## config.mk

```make
export PLATFORM = sky130hd
export DESIGN_NAME = svd_ctrl
export DESIGN_NICKNAME = d
export VERILOG_FILES = /design/src/verilog/svd_pkg.sv /design/src/verilog/svd_ctrl.sv
export VERILOG_INCLUDE_DIRS = /design/src /design/src/verilog
export SDC_FILE = /design/constraint.sdc
export NUM_CORES = 1
export LEC_CHECK = 0
export BUFFER_PORTS_ARGS = -buffer_cell sky130_fd_sc_hd__clkbuf_2
export CAP_MARGIN = 5
export CORE_ASPECT_RATIO = 1.5
export CORE_MARGIN = 2
export CORE_UTILIZATION = 35
export DETAILED_ROUTE_END_ITERATION = 16
export GPL_TIMING_DRIVEN = 0
export SLEW_MARGIN = 20
export SYNTH_ARGS = -nofsm -noshare
export SYNTH_HDL_FRONTEND = slang
export SYNTH_SLANG_ARGS = --single-unit
```

## constraint.sdc

```tcl
create_clock -name ref_clk -period 4.6 [get_ports ref_clk]
set_clock_uncertainty 0.1 [all_clocks]
set_input_delay 0.23 -clock ref_clk [delete_from_list [all_inputs] [get_ports ref_clk]]
set_output_delay 0.23 -clock ref_clk [all_outputs]
set_load 0.03 [all_outputs]
```

## src/verilog/svd_cfg.svh

```systemverilog
// Constants for the supply voltage detector controller.
`ifndef SVD_CFG_SVH
`define SVD_CFG_SVH
// ----------------------------------------
// Protection, field values and reset values
// ----------------------------------------
`define SVD_PROTECT_KEY 16'h0096
`define SVD_RESET_SELECT 4'ha
`define SVD_MODE_CONT 2'h0
`define SVD_THRESH_RESET 5'h1e
`define SVD_DEBUG_RUN_RESET 1'h1
`define SVD_DIV_BYPASS 3'h6
`define SVD_DIV_BASE 7'h04
// ----------------------------------------
// Timing in detector clock ticks
// ----------------------------------------
`define SVD_MASK_TICKS 11'h004
// The comparator stays powered for three ticks before its sample is taken.
// Two of them cover the synchroniser, which is still full of the unpowered
// output when the detector clock ticks on every ref_clk cycle.
`define SVD_ON_TICKS 11'h003
`define SVD_INTERVAL_M1 11'h100
`define SVD_INTERVAL_M2 11'h200
`define SVD_INTERVAL_M3 11'h400
`endif

```

## src/verilog/svd_pkg.sv

```systemverilog
// Types shared by the supply voltage detector controller.
package svd_pkg;
	// Detector clock settings, written under protection.
	typedef struct packed {
		logic debugRun;
		logic [2:0] div;
		logic [1:0] src;
	} svd_clk_s;
	// Detector control settings, written under protection.
	typedef struct packed {
		logic senseSource;
		logic [1:0] succCount;
		logic [4:0] threshold;
		logic [3:0] resetSel;
		logic [1:0] intervalMode;
		logic detEnable;
	} svd_ctrl_s;
	// Sequencer states.
	typedef enum logic [2:0] {
		SVD_IDLE = 3'b000,
		SVD_MASK = 3'b001,
		SVD_CONT = 3'b010,
		SVD_WAIT = 3'b011,
		SVD_ON = 3'b100
	} svd_state_e;
endpackage

```

## src/verilog/svd_ctrl.sv

```systemverilog
// Supply voltage detector controller: protection, clock gating, sequencing and events.
// Overview of operation
// - Sleep-stop halts detector, settings kept.
// - Debug without run bit halts detector.
// - Writing one clears the low-voltage flag.
// - Clearing detection enable stops detection.
// - Result is one when voltage below threshold.
// - Mode zero samples continuously every tick.
// - Low result sets the flag, and also raises reset if 0xa.
// - Continuous detection proceeds after masking time.
// - Intermittent modes power up, sample, power down.
// - Intermittent modes: event only after enough consecutive lows.
// - Thirty-two thresholds and sense source selectable.
// - Single interrupt source: low voltage.
// - Interrupt needs flag and enable both set.
// - Flag stays set until software clears.
`timescale 1ns/1ps
`include "svd_cfg.svh"

module svd_ctrl
	import svd_pkg::*;
(
	input wire logic ref_clk,
	input wire logic rst_n,
	input wire logic keyWrite,
	input wire logic [15:0] keyData,
	input wire logic clkWrite,
	input wire svd_clk_s clkData,
	input wire logic ctrlWrite,
	input wire svd_ctrl_s ctrlData,
	input wire logic flagClear,
	input wire logic irqEnable,
	input wire logic [3:0] sourceTick,
	input wire logic sleepMode,
	input wire logic sleepStopSelect,
	input wire logic debugMode,
	input wire logic compLow,
	output logic unlocked,
	output svd_clk_s clkState,
	output svd_ctrl_s ctrlState,
	output logic comparatorOn,
	output logic detectionResult,
	output logic lowVoltageFlag,
	output logic irqRequest,
	output logic svdResetReq
);

	// ----------------------------------------
	// Protected settings
	// ----------------------------------------
	logic [15:0] protKey; // Last key written by software.
	logic [15:0] next_protKey;
	svd_clk_s next_clkState;
	svd_ctrl_s next_ctrlState;

	// Settings change only while the key holds the unlock value.
	always_comb begin
		next_protKey = keyWrite ? keyData : protKey;
		next_clkState = clkState;
		next_ctrlState = ctrlState;
		if (clkWrite && unlocked) begin
			next_clkState = clkData;
		end
		if (ctrlWrite && unlocked) begin
			next_ctrlState = ctrlData;
			// The count field only takes effect outside continuous mode.
			if (ctrlData.intervalMode == `SVD_MODE_CONT) begin
				next_ctrlState.succCount = ctrlState.succCount;
			end
		end
	end

	// Register the key and settings.
	always_ff @(posedge ref_clk or negedge rst_n) begin
		if (!rst_n) begin
			protKey <= 16'h0000;
			clkState <= '{debugRun: `SVD_DEBUG_RUN_RESET, div: 3'h0, src: 2'h0};
			ctrlState <= '{senseSource: 1'b0, succCount: 2'h0, threshold: `SVD_THRESH_RESET,
				resetSel: 4'h0, intervalMode: 2'h0, detEnable: 1'b0};
		end else begin
			protKey <= next_protKey;
			clkState <= next_clkState;
			ctrlState <= next_ctrlState;
		end
	end

	assign unlocked = (protKey == `SVD_PROTECT_KEY);

	// ----------------------------------------
	// Detector clock tick
	// ----------------------------------------
	logic [6:0] divCnt; // Source ticks since the last detector tick.
	logic [6:0] next_divCnt;
	logic [6:0] divLimit;
	logic srcGated;
	logic detTick; // One detector clock period has passed.
	logic clkHalted;

	// Sleep-stop and debug without the run bit suspend the tick, so the divider holds, and the sequencer too while detection stays enabled.
	assign clkHalted = (sleepMode && sleepStopSelect)
		|| (debugMode && !clkState.debugRun);
	assign srcGated = sourceTick[clkState.src] && !clkHalted;
	assign divLimit = (clkState.div >= `SVD_DIV_BYPASS) ? 7'h00
		: 7'((`SVD_DIV_BASE << clkState.div) - 7'h01);
	assign detTick = srcGated && (divCnt >= divLimit);

	// Divide the selected source down to the detector clock.
	always_comb begin
		next_divCnt = divCnt;
		if (detTick) begin
			next_divCnt = 7'h00;
		end else if (srcGated) begin
			next_divCnt = divCnt + 7'h01;
		end
	end

	// Register the divider.
	always_ff @(posedge ref_clk or negedge rst_n) begin
		if (!rst_n) begin
			divCnt <= 7'h00;
		end else begin
			divCnt <= next_divCnt;
		end
	end

	// ----------------------------------------
	// Comparator synchroniser
	// ----------------------------------------
	logic compMeta; // First stage, read only by the second.
	logic compSync; // Voltage below threshold, synchronised.

	// The analog output changes with no regard to ref_clk.
	always_ff @(posedge ref_clk or negedge rst_n) begin
		if (!rst_n) begin
			compMeta <= 1'b0;
			compSync <= 1'b0;
		end else begin
			compMeta <= compLow;
			compSync <= compMeta;
		end
	end

	// ----------------------------------------
	// Sequencer
	// ----------------------------------------
	svd_state_e state;
	svd_state_e next_state;
	logic [10:0] timer; // Detector ticks spent in the current state.
	logic [10:0] next_timer;
	logic [10:0] interval;
	logic [1:0] lowCount; // Consecutive low samples so far.
	logic [1:0] next_lowCount;
	logic [2:0] lowNeeded;
	logic [1:0] effMode;
	logic next_result;
	logic lowEvent; // A detection that must raise the flag or reset.
	logic next_flag;
	logic next_resetReq;

	// A pending detector reset forces continuous operation.
	assign effMode = svdResetReq ? `SVD_MODE_CONT : ctrlState.intervalMode;
	assign lowNeeded = 3'({1'b0, ctrlState.succCount}) + 3'h1;
	always_comb begin
		case (effMode)
			2'h1: interval = `SVD_INTERVAL_M1;
			2'h2: interval = `SVD_INTERVAL_M2;
			default: interval = `SVD_INTERVAL_M3;
		endcase
	end

	// Next state, timer, result and the low-voltage event.
	always_comb begin
		next_state = state;
		next_timer = timer;
		next_lowCount = lowCount;
		next_result = detectionResult;
		lowEvent = 1'b0;
		if (!ctrlState.detEnable) begin
			next_state = SVD_IDLE;
			next_timer = 11'h000;
			next_lowCount = 2'h0;
		end else if (detTick) begin
			case (state)
				SVD_IDLE: begin
					next_state = SVD_MASK;
					next_timer = 11'h000;
				end
				SVD_MASK: begin
					// Results are not trusted until the masking time is over.
					next_result = compSync;
					next_timer = timer + 11'h001;
					if (next_timer >= `SVD_MASK_TICKS) begin
						next_timer = 11'h000;
						next_state = (effMode == `SVD_MODE_CONT) ? SVD_CONT : SVD_WAIT;
					end
				end
				SVD_CONT: begin
					next_result = compSync;
					lowEvent = compSync;
					if (effMode != `SVD_MODE_CONT) begin
						next_state = SVD_WAIT;
						next_timer = 11'h000;
					end
				end
				SVD_WAIT: begin
					next_timer = timer + 11'h001;
					if (effMode == `SVD_MODE_CONT) begin
						next_state = SVD_CONT;
						next_timer = 11'h000;
					end else if (next_timer >= interval) begin
						next_state = SVD_ON;
						next_timer = 11'h000;
					end
				end
				SVD_ON: begin
					next_timer = timer + 11'h001;
					if (next_timer >= `SVD_ON_TICKS) begin
						next_result = compSync;
						next_state = SVD_WAIT;
						next_timer = 11'h000;
						if (!compSync) begin
							next_lowCount = 2'h0;
						end else if (3'({1'b0, lowCount}) + 3'h1 >= lowNeeded) begin
							lowEvent = 1'b1;
						end else begin
							next_lowCount = lowCount + 2'h1;
						end
					end
				end
				default: begin
					next_state = SVD_IDLE;
				end
			endcase
		end
	end

	// Flag and reset request. A new event beats a clear in the same cycle.
	always_comb begin
		next_flag = lowVoltageFlag;
		if (flagClear) begin
			next_flag = 1'b0;
		end
		if (lowEvent) begin
			next_flag = 1'b1;
		end
		next_resetReq = svdResetReq;
		if (lowEvent && ctrlState.resetSel == `SVD_RESET_SELECT) begin
			next_resetReq = 1'b1;
		end else if (!ctrlState.detEnable || (detTick && state == SVD_CONT && !compSync)) begin
			// The reset lifts once the supply reads good again.
			next_resetReq = 1'b0;
		end
	end

	// Register the sequencer and its outputs.
	always_ff @(posedge ref_clk or negedge rst_n) begin
		if (!rst_n) begin
			state <= SVD_IDLE;
			timer <= 11'h000;
			lowCount <= 2'h0;
			detectionResult <= 1'b0;
			lowVoltageFlag <= 1'b0;
			svdResetReq <= 1'b0;
		end else begin
			state <= next_state;
			timer <= next_timer;
			lowCount <= next_lowCount;
			detectionResult <= next_result;
			lowVoltageFlag <= next_flag;
			svdResetReq <= next_resetReq;
		end
	end

	// The comparator is powered only while it has to look.
	assign comparatorOn = (state == SVD_MASK) || (state == SVD_CONT) || (state == SVD_ON);
	// One interrupt line, the low-voltage request, gated by its enable.
	assign irqRequest = lowVoltageFlag && irqEnable;

	// ----------------------------------------
	// Assertions
	// ----------------------------------------
	AST_IRQ_GATE: assert property (@(posedge ref_clk) disable iff (!rst_n)
		irqRequest == (lowVoltageFlag && irqEnable))
		else $error("Interrupt request not flag and enable.");
	AST_FLAG_STICKY: assert property (@(posedge ref_clk) disable iff (!rst_n)
		lowVoltageFlag && !flagClear |=> lowVoltageFlag)
		else $error("Flag dropped without a clear.");
	AST_FLAG_CLEAR: assert property (@(posedge ref_clk) disable iff (!rst_n)
		flagClear && !lowEvent |=> !lowVoltageFlag)
		else $error("Flag not cleared by write of one.");
	AST_LOCKED: assert property (@(posedge ref_clk) disable iff (!rst_n)
		ctrlWrite && !unlocked && !clkWrite |=> $stable(ctrlState))
		else $error("Control changed while protected.");
	AST_DISABLE: assert property (@(posedge ref_clk) disable iff (!rst_n)
		!ctrlState.detEnable |=> !comparatorOn && lowCount == 2'h0)
		else $error("Detector active while disabled.");
	AST_DEBUG_HALT: assert property (@(posedge ref_clk) disable iff (!rst_n)
		debugMode && !clkState.debugRun && ctrlState.detEnable
		|=> $stable(state) && $stable(timer))
		else $error("Detector ran in debug without run bit.");
	AST_SLEEP_HALT: assert property (@(posedge ref_clk) disable iff (!rst_n)
		sleepMode && sleepStopSelect |-> !detTick)
		else $error("Detector ticked during sleep-stop.");
	AST_CONT_LOAD: assert property (@(posedge ref_clk) disable iff (!rst_n)
		state == SVD_CONT && detTick && ctrlState.detEnable
		|=> detectionResult == $past(compSync) ##0 (lowVoltageFlag || !$past(compSync)))
		else $error("Continuous sample not loaded.");
	AST_RESET_SEL: assert property (@(posedge ref_clk) disable iff (!rst_n)
		$rose(svdResetReq) |-> $past(ctrlState.resetSel) == `SVD_RESET_SELECT)
		else $error("Reset raised without reset select.");
	AST_LOW_RESTART: assert property (@(posedge ref_clk) disable iff (!rst_n)
		state == SVD_ON && next_state == SVD_WAIT && !compSync && ctrlState.detEnable
		|=> lowCount == 2'h0 && !$rose(lowVoltageFlag))
		else $error("Low counter kept after high sample.");

endmodule

```

* Word level (Yosys, flattened, before mapping)
Cells that the tools add are included.
** Operators by class
- Mux-type cells :: 42
- $lt $le $gt $ge :: 7
- Reductions and logical operators :: 32
- Shift-type cells :: 1
- Bitwise operators :: 1
- Add/subtract/negate cells :: 6
- Equal/unequal tests :: 18
** Operator list (number)
- $mux W11 :: 7
- $pmux W11 S5 :: 1
- $pmux W11 S2 :: 1
- $mux W3 :: 7
- $mux W7 :: 3
- $eq A16 B8 Y1 const B :: 1
- $pmux W3 S5 :: 1
- $mux W2 :: 7
- $mux W1 :: 12
- $ne A3 B3 Y1 const B :: 4
- $add A11 B1 Y11 const B :: 1
- $ge A11 B11 Y1 :: 1
- $ge A11 B2 Y1 const B :: 1
- $ge A11 B3 Y1 const B :: 1
- $logic_and A1 B1 Y1 :: 10
- $reduce_bool A2 Y1 :: 5
- $reduce_and A4 Y1 :: 2
- $add A7 B1 Y7 const B :: 1
- $ge A7 B7 Y1 :: 1
- $shl A3 B3 Y7 const A :: 1
- $sub A7 B1 Y7 const B :: 1
- $add A2 B1 Y3 const B :: 2
- $eq A3 B2 Y1 const B :: 2
- $ne A2 B1 Y1 const B :: 3
- 23 further kinds :: 31
** Word-level totals
- Logic and storage cells :: 126
- Flip-flop bits (word level) :: 65

* Depth between registers and ports, before layout
Gate-level depths: netlist (run 1).
- Word-level depth :: 11
- Mapped depth :: 13

* Worst setup path after synthesis (run 1)
No wires, ideal clock.
- Path type :: register to register
- From :: register clkState[3] (netlist name)
- To :: register state[0]
- Clock period less this slack :: 2982 ps
- Path buffers :: 1
- Cell stages (with the launch flop) :: 13
- Data arrival time :: 2742 ps
- Setup time :: 140 ps
- Setup slack :: 1618 ps
- Path through :: dfrtp_1 inv_1 ha_1 a21oi_1 o21ai_0 ha_1 o2111ai_1 o221ai_1 and3b_1 clkbuf_1 o211ai_1 o211ai_1 o21ai_0
** On the way
- Cells in the longest elaborated chain, start to end :: 7
- Elaborated cells between the ends (all ways) :: 8
** RTL lines
- from (decl) :: line svd_ctrl.sv:39 : output svd_clk_s clkState,
- from (signal assigned) :: line svd_ctrl.sv:77 : clkState <= '{debugRun: `SVD_DEBUG_RUN_RESET, div: 3'h0, src: 2'h0};
- from (signal assigned) :: line svd_ctrl.sv:82 : clkState <= next_clkState;
- $shl A3 B3 Y7 (no line)
- $sub A7 B1 Y7 :: line svd_ctrl.sv:104 : : 7'((`SVD_DIV_BASE << clkState.div) - 7'h01);
- $mux W7 (*) :: line svd_ctrl.sv:103 : assign divLimit = (clkState.div >= `SVD_DIV_BYPASS) ? 7'h00
- $ge A7 B7 Y1 (*) :: line svd_ctrl.sv:105 : assign detTick = srcGated && (divCnt >= divLimit);
- $logic_and A1 B1 Y1 (*) :: line svd_ctrl.sv:105
- $ne A2 B1 Y1 (no line) (*)
- $reduce_and A5 Y1 (no line) (*)
- to (signal assigned) :: line svd_ctrl.sv:265 : state <= next_state;
- to (decl) :: line svd_ctrl.sv:146 : svd_state_e state;
Every way passes the cells marked *; elsewhere a longest branch is shown, timed or not.
A chain may end at the register's enable or synchronous reset.

* Final worst setup path (run 1)
Same ends and word-level chain as after synthesis.

==> summary.md, run 1 <==
| Metric | Value |
|---|---|
| Row cnt | `between 40 and 50` |
| CP Class | `register to register` |
| CTS tree | `built` |
| Setup TNS | `0 ns` |
| Max VDD drop | `between 200 and 300 uV` |
| Vias in the first global route | `between 3000 and 4000` |
| Worst-Skew Late Latency | `0.33 ns` |
| Max_slew headroom | `approximately 37%` |
| Initial Util | `a little over a third` |
| WP data required | `about 4.7 ns` |
| Placed cell area | `between 4000 and 5000 um^2` |
| Worst-path clk slew | `approximately 0.060 ns` |
| Endpoint of the lowest-slack register-to-register path | `state[0]` |
| Area growth from synthesis to layout | `25.1%` |
| Cell taking the most area after synthesis | `dfrtp_1` |
| YS warnings | `0` |
| FILL cells | `1021` |
| Internal power | `1.17 mW` |
| Switching power | `approximately 380 uW` |
| Mapped Area | `approximately 3800 um^2` |
| Initial drt markers | `roughly 120` |
| Synth Flop Type | `dfrtp_1` |
| Switch share | `roughly a quarter` |
| Unique masters post-synth | `slightly above 60` |
| IO Pins | `roughly 80` |
| Final Max Tran Viols | `0` |
| Register area | `approximately 1600 um^2` |
| FF-to-FF path depth | `12` |
| Total power draw | `approximately 1.6 mW` |
| Root buf cell | `clkbuf_16` |
| Core area | `around 11000 um^2` |
| Pleak | `about 2.2 nW` |
| Initial antenna violation count | `0` |
| GP Congestion | `0.842` |
| CP Capture Type | `register` |
| Tot GR Track Use | `approximately 16%` |
| H-Tree Depth | `3` |
| Asr flop ratio synth | `100%` |
| Clock sink count | `65` |
| Post-Syn Instances | `~370` |
| Die area | `roughly 12000 um^2` |
| Worst R2R Start | `clkState[3]` |
| Worst hold start | `ctrlData[12]` |
| Total Wirelength | `between 8000 and 9000 um` |
| FMAX | `approximately 300 MHz` |
| Clock share of power | `47.7%` |
| Area of the multi-input gates | `between 1500 and 2000 um^2` |
| Post-synth EDFFs | `0` |
| Hold Vio Cnt, Final | `0` |
| Wire length of the first global-routing pass | `around 14000 um` |
| Hold Path Class | `primary input to register` |
| Critical path data arrival time | `3.39 ns` |
| Post-CTS Setup Inserts | `0` |
| Logic gate share of total power | `11.3%` |
| Vias | `slightly above 3000` |
| Port Buf Inserts | `77` |
| Iteration count of the initial detailed-routing pass | `4` |
| Final net count | `approximately 540` |
| Yosys reg bits | `between 60 and 70` |
| Setup-failing EPs final | `0` |
| Num CTS Buffers | `9` |
| Post-layout min period | `roughly 3.3 ns` |
| Post-synthesis sequential area ratio | `a little over two fifths` |
| Status | `completed` |
| Maximum fanout along the worst path | `10` |
| RSZ-0062 raised after global routing | `no` |
| Pwr dens | `~330 nW/um^2` |
| Synth area leaders | `dfrtp_1 (40%), mux2_2 (11%), ha_1 (8.3%)` |
| Hold endpoint | `ctrlState[12]` |
| Ant diodes | `0` |
| Syn nets | `about 440` |
| Hold Path Cell Cnt | `3` |
| Post-CTS sizing | `0` |
| Startpoint types | `register` |
| Least-Margin Pin Slew | `roughly 0.94 ns` |
| Remaining DRCs | `0` |
| Period Utilization, post-route | `a little under three quarters` |
| Reg power frac | `between 40% and 50%` |
| Post-DR wirelength/cell | `13.8 um` |
| Die height | `131 um` |
| HPWL after DPL | `6380 um` |
| GR Overflow Total | `0` |
| Largest net degree at the start of global routing | `52` |
| Synth Area per Inst | `10.3 um^2` |
| Drt via density | `5.02` |
| Max_cap viols | `0` |
| Reg2Reg Setup Slack | `approximately 1.3 ns` |
| Die Span X | `between 80 and 90 um` |
| Post-route cell area | `4710 um^2` |
| Share of layout cells above drive strength 1 | `about a third` |
| Share of the synthesized area in the top cell type | `around two fifths` |
| Antenna-violating nets left | `0` |
| Clock Tree Buf Depth | `2` |
==> cell type report <==
class                   instances  share of cell area [%]
multi-input cells             266                    42.3
flip-flops and latches         65                    34.7
repair buffers                 81                    9.46
clock buffers                  10                    5.08
well taps                     144                    3.83
clock inverters                 5                    1.70
inverters                      20                    1.59
plain buffers                  15                    1.36
==> timing repair <==
| action | CTS | global route |
|---|---|---|
| hold buffers | 3 | 0 |
| hold endpoints to repair | 16 | 0 |
| setup endpoints to repair | 0 | 0 |
==> worst max-delay path by stage <==
stage          endpoint   startpoint  slack [ns]
3_3_place_gp   timer[6]     timer[0]        1.34
4_1_cts        timer[6]     timer[0]        1.27
5_1_grt        timer[6]     timer[0]        0.91
2_1_floorplan  state[0]  clkState[3]        1.62
6_report       state[0]  clkState[3]        1.31
3_5_place_dp   timer[6]     timer[0]        1.29
==> flip-flops by register name (all words and copies together), names as in the netlist <==
| signal | cells |
|---|---|
| lowVoltageFlag | 1 |
| svdResetReq | 1 |
| compMeta | 1 |
| clkState | 6 |
| divCnt | 7 |
| state | 3 |
| timer | 11 |
| protKey | 16 |
| lowCount | 2 |
| ctrlState | 15 |
| compSync | 1 |
| detectionResult | 1 |
==> power by group through the flow <==
stage	Clock [mW]	Sequential, mW	Combinational, mW
global route	0.775	0.642	0.199
CTS	0.756	0.636	0.179
detailed placement	0	0.645	0.177
finish	0.742	0.636	0.176
floorplan	0	0.634	0.114
global placement	0	0.644	0.165
==> cell usage in the layout, fill, tap and decap left out, drive strengths merged, types with 2 or more instances in the layout <==
| cell type | count |
|---|---|
| and2 | 5 |
| nor4 | 3 |
| bufinv | 2 |
| nand4 | 8 |
| nand3 | 11 |
| clkbuf | 96 |
| buf | 7 |
| xnor2 | 7 |
| nor2b | 8 |
| a31oi | 3 |
| dfstp | 5 |
| a211oi | 2 |
| o31a | 5 |
| nor3 | 6 |
| nor2 | 23 |
| a21oi | 8 |
| o21ai | 17 |
| o31ai | 9 |
| and3 | 4 |
| nor4bb | 2 |
| ha | 25 |
| a22o | 2 |
| a21o | 5 |
| nand2b | 7 |
| dlygate4sd3 | 3 |
| mux2 | 37 |
| dfrtp | 60 |
| inv | 20 |
| or2 | 4 |
| a21boi | 2 |
| mux2i | 2 |
| or4 | 2 |
| clkinvlp | 2 |
| xor2 | 2 |
| nand2 | 31 |
| o211ai | 4 |
| or3 | 2 |
==> layer usage <==
layer / wire length, um / global-route usage [%]
met1: 3460 / 18.1
met2: 4390 / 27.1
met3: 341 / 3.33
met4: 178 / 6.60
met5: 0 / 0
==> cells in the mapped netlist, types with 2 or more instances <==
| library cell | number |
|---|---|
| and3_1 | 4 |
| a21boi_0 | 2 |
| inv_1 | 20 |
| nand2_1 | 31 |
| nand2b_1 | 7 |
| dfrtp_1 | 60 |
| nor4bb_1 | 2 |
| and2_1 | 4 |
| o31a_1 | 5 |
| ha_1 | 25 |
| o31ai_1 | 9 |
| a21o_1 | 5 |
| mux2_2 | 36 |
| xor2_1 | 2 |
| a22o_1 | 2 |
| or3_1 | 2 |
| a211oi_1 | 2 |
| nand4_1 | 8 |
| buf_2 | 5 |
| dfstp_2 | 5 |
| clkbuf_1 | 8 |
| mux2i_1 | 2 |
| or2_1 | 2 |
| o21ai_0 | 17 |
| nor4_1 | 3 |
| nor2_1 | 23 |
| o211ai_1 | 3 |
| xnor2_1 | 7 |
| a31oi_1 | 3 |
| nor2b_1 | 8 |
| or2_2 | 2 |
| nor3_1 | 6 |
| a21oi_1 | 8 |
| nand3_1 | 10 |
==> critical path, stage by stage (launching register included) <==
cell and delay [ns]:
dfrtp_1 0.47, inv_1 0.14, ha_1 0.22, a21oi_1 0.10, o21ai_0 0.11, ha_1 0.30, o2111ai_1 0.11, o221ai_1 0.30
and3b_1 0.25, clkbuf_1 0.39, o211ai_1 0.32, o211ai_1 0.24, o21ai_0 0.10
==> stage by stage <==
step           hold slack (ns)  utilization [%]  cells  setup WS [ns]
2_1_floorplan           -0.166                -    366           1.62
3_3_place_gp             0.234             41.1    587           1.34
3_5_place_dp            0.0429             41.4    588           1.29
4_1_cts                0.00215             44.7    606           1.27
5_1_grt                 0.0285             44.7    606          0.912
6_report                0.0164             44.7    606           1.31
==> cells by family (layout without fill, tap and decap cells) <==
kind of cell	after synthesis	count (layout)	share of synthesized area (%)
XOR/XNOR	9	9	2.10
AND/OR/NAND/NOR	122	122	17.3
adder cells (fa/ha/maj)	25	25	8.31
multiplexers	40	40	12.2
flip-flops	65	65	43.4
buffers and inverters	35	131	3.69
AO/OA/AOI/OAI	70	70	13.0
No activity file was read; power rests on OpenSTA's default activity.
==> run 2: changes to the inputs <==
==> constraint.sdc (replaced) <==
create_clock -name ref_clk -period 3.06 [get_ports ref_clk]
set_clock_uncertainty 0.1 [all_clocks]
set_input_delay 0.153 -clock ref_clk [delete_from_list [all_inputs] [get_ports ref_clk]]
set_output_delay 0.153 -clock ref_clk [all_outputs]
set_load 0.03 [all_outputs]
==> summary.md, run 2 (synthesis gave the netlist of run 1 again) <==
| Metric | Value |
|---|---|
| Startpoint types | `register` |
| CP Class | `register to register` |
| Hold Path Class | `primary input to asynchronous set/reset pin` |
| Final Max Tran Viols | `0` |
| Logic gate share of total power | `between 10 and 15%` |
| Most common cell after layout, fill and taps aside | `clkbuf_2` |
| Switching power | `a little under 600 uW` |
| Largest regs | `protKey: 16 flops, ctrlState: 15 flops, timer: 11 flops` |
| Worst-Skew Late Latency | `between 0.3 and 0.4 ns` |
| Port Buf Inserts | `77` |
| Iteration count of the initial detailed-routing pass | `4` |
| Initial antenna violation count | `0` |
| Largest register FFs | `16` |
| Largest net degree at the start of global routing | `52` |
| Die area | `roughly 12000 um^2` |
| GR Overflow Total | `0` |
| Post-layout min period | `2.89 ns` |
| Non-Filler Instances | `650` |
| Max_slew headroom | `62.8%` |
| Pwr dens | `roughly 460 nW/um^2` |
| Initial Util | `35.7%` |
| Setup-failing EPs final | `0` |
| Hold Vio Cnt, Final | `0` |
| Total power draw | `between 2 and 2.5 mW` |
| Clock Tree Buf Depth | `2` |
| Pleak | `2.40 nW` |
| Worst Path Buf+Inv | `2` |
| Remaining DRCs | `0` |
| Die height | `between 100 and 150 um` |
| Share of layout cells above drive strength 1 | `about a third` |
| Hold WS | `0.160 ns` |
| Largest delay share family, worst path | `compound AO/OA/AOI/OAI gates` |
| CTS tree | `built` |
| FMAX | `between 300 and 400 MHz` |
| Max_cap viols | `0` |
| IO Pins | `79` |
| Post-route cell area | `around 5300 um^2` |
| GP Congestion | `between 0.8 and 0.9` |
| Root buf cell | `clkbuf_16` |
| Initial drt markers | `170` |
| Maximum fanout along the worst path | `10` |
| Row cnt | `46` |
| WP data required | `about 3.2 ns` |
| Max VDD drop | `roughly 400 uV` |
| Worst-path clk slew | `0.06 ns` |
| CP cell instances | `inv_1, ha_1, and3_1, o21ai_0, ha_1, o2111ai_1, o221ai_2, and3b_1, buf_4, o211ai_1, o211ai_1, o21ai_0` |
| Post-DR wirelength/cell | `roughly 14 um` |
| Least-Margin Pin Slew | `approximately 0.56 ns` |
| H-Tree Depth | `3` |
| Drt via density | `4.98` |
| Reg power frac | `about 40%` |
| CP Capture Type | `register` |
| HPWL after DPL | `roughly 6400 um` |
| Internal power | `roughly 1.8 mW` |
| Tot GR Track Use | `about 17%` |
| Vias in the first global route | `approximately 3300` |
| Critical path data arrival time | `~3.0 ns` |
| CP peak stage delay | `between 0.4 and 0.5 ns` |
| Clock share of power | `a little under half` |
| Placed cell count | `a little under 600` |
| Vias | `approximately 3200` |
| Total Wirelength | `9020 um` |
| Core area | `10500 um^2` |
| Period Utilization, post-route | `between 90% and 100%` |
| Status | `completed` |
| Clock sink count | `65` |
| Final net count | `just under 600` |
| Switch share | `around a quarter` |
| Placed cell area | `4360 um^2` |
| Antenna-violating nets left | `0` |
| Die Span X | `between 80 and 90 um` |
| Worst path slowest cell | `dfrtp_2` |
| Area growth from synthesis to layout | `39.6%` |
| Most frequent cells in the layout | `clkbuf_2 (76), dfrtp_1 (56), dlygate4sd3_1 (40)` |
| Wire length of the first global-routing pass | `15100 um` |
| Num CTS Buffers | `9` |
| Register with the most flip-flops | `protKey` |
| Ant diodes | `0` |
==> run 2: cell count changes in the layout (fill, tap and decap cells not counted), moves of 3 or more <==
cell | previous run | this run
dfrtp_1 | 60 | 56
clkbuf_4 | 1 | 4
dfrtp_2 | 0 | 4
dlygate4sd3_1 | 3 | 40
buf_4 | 0 | 8
==> run 2: layout make-up <==
type                    instances  area (um^2)
fillers                       947         5280
multi-input cells             266         2100
flip-flops and latches         65         1640
repair buffers                125          868
clock buffers                  10          239
well taps                     144          180
clock inverters                 5         80.1
plain buffers                  15         75.1
inverters                      20         75.1
==> run 2: per-layer routing <==
metal	vias to the layer above	GRT usage, %	wire [um]
li1	1585	-	-
met1	1558	18.8	3640
met2	75	29.4	4810
met3	16	3.45	338
met4	0	7.22	234
met5	-	0	0
==> run 2: worst paths after layout <==
check                      slack [ns]  cells after the start        start       endpoint
setup / recovery                 0.17                     12  clkState[3]       state[0]
hold / removal                   0.16                      2        rst_n     protKey[4]
setup reg to reg                 0.17                     12  clkState[3]       state[0]
hold reg to reg                  0.26                      0     compMeta       compSync
max in group asynchronous        2.11                      3        rst_n  ctrlState[11]
min in group ref_clk             0.21                      2     keyWrite    protKey[14]
==> run 2: metrics by stage <==
step	worst slack [ns]	TNS [ns]	utilization, %
2_1_floorplan	0.0780	0	-
3_3_place_gp	-0.200	-1.65	41.1
3_5_place_dp	-0.254	-2.52	41.4
4_1_cts	-0.0100	-0.0178	48.9
5_1_grt	-0.00787	-0.00787	49.9
6_report	0.167	0	49.9
==> run 2: timing repair <==
action,CTS,global route
endpoints found under the hold margin,99,0
gates resized for setup,9,22
setup buffers,5,2
pin swaps,1,4
hold buffers,40,0
setup endpoints to repair,16,18
==> run 2: power groups by stage <==
stage          registers (mW)  clock network, mW  logic (mW)
2_1_floorplan           0.953                  0       0.171
3_3_place_gp            0.968                  0       0.248
3_5_place_dp            0.969                  0       0.266
4_1_cts                 0.956               1.14       0.311
5_1_grt                 0.966               1.17       0.392
6_report                0.956               1.11       0.349
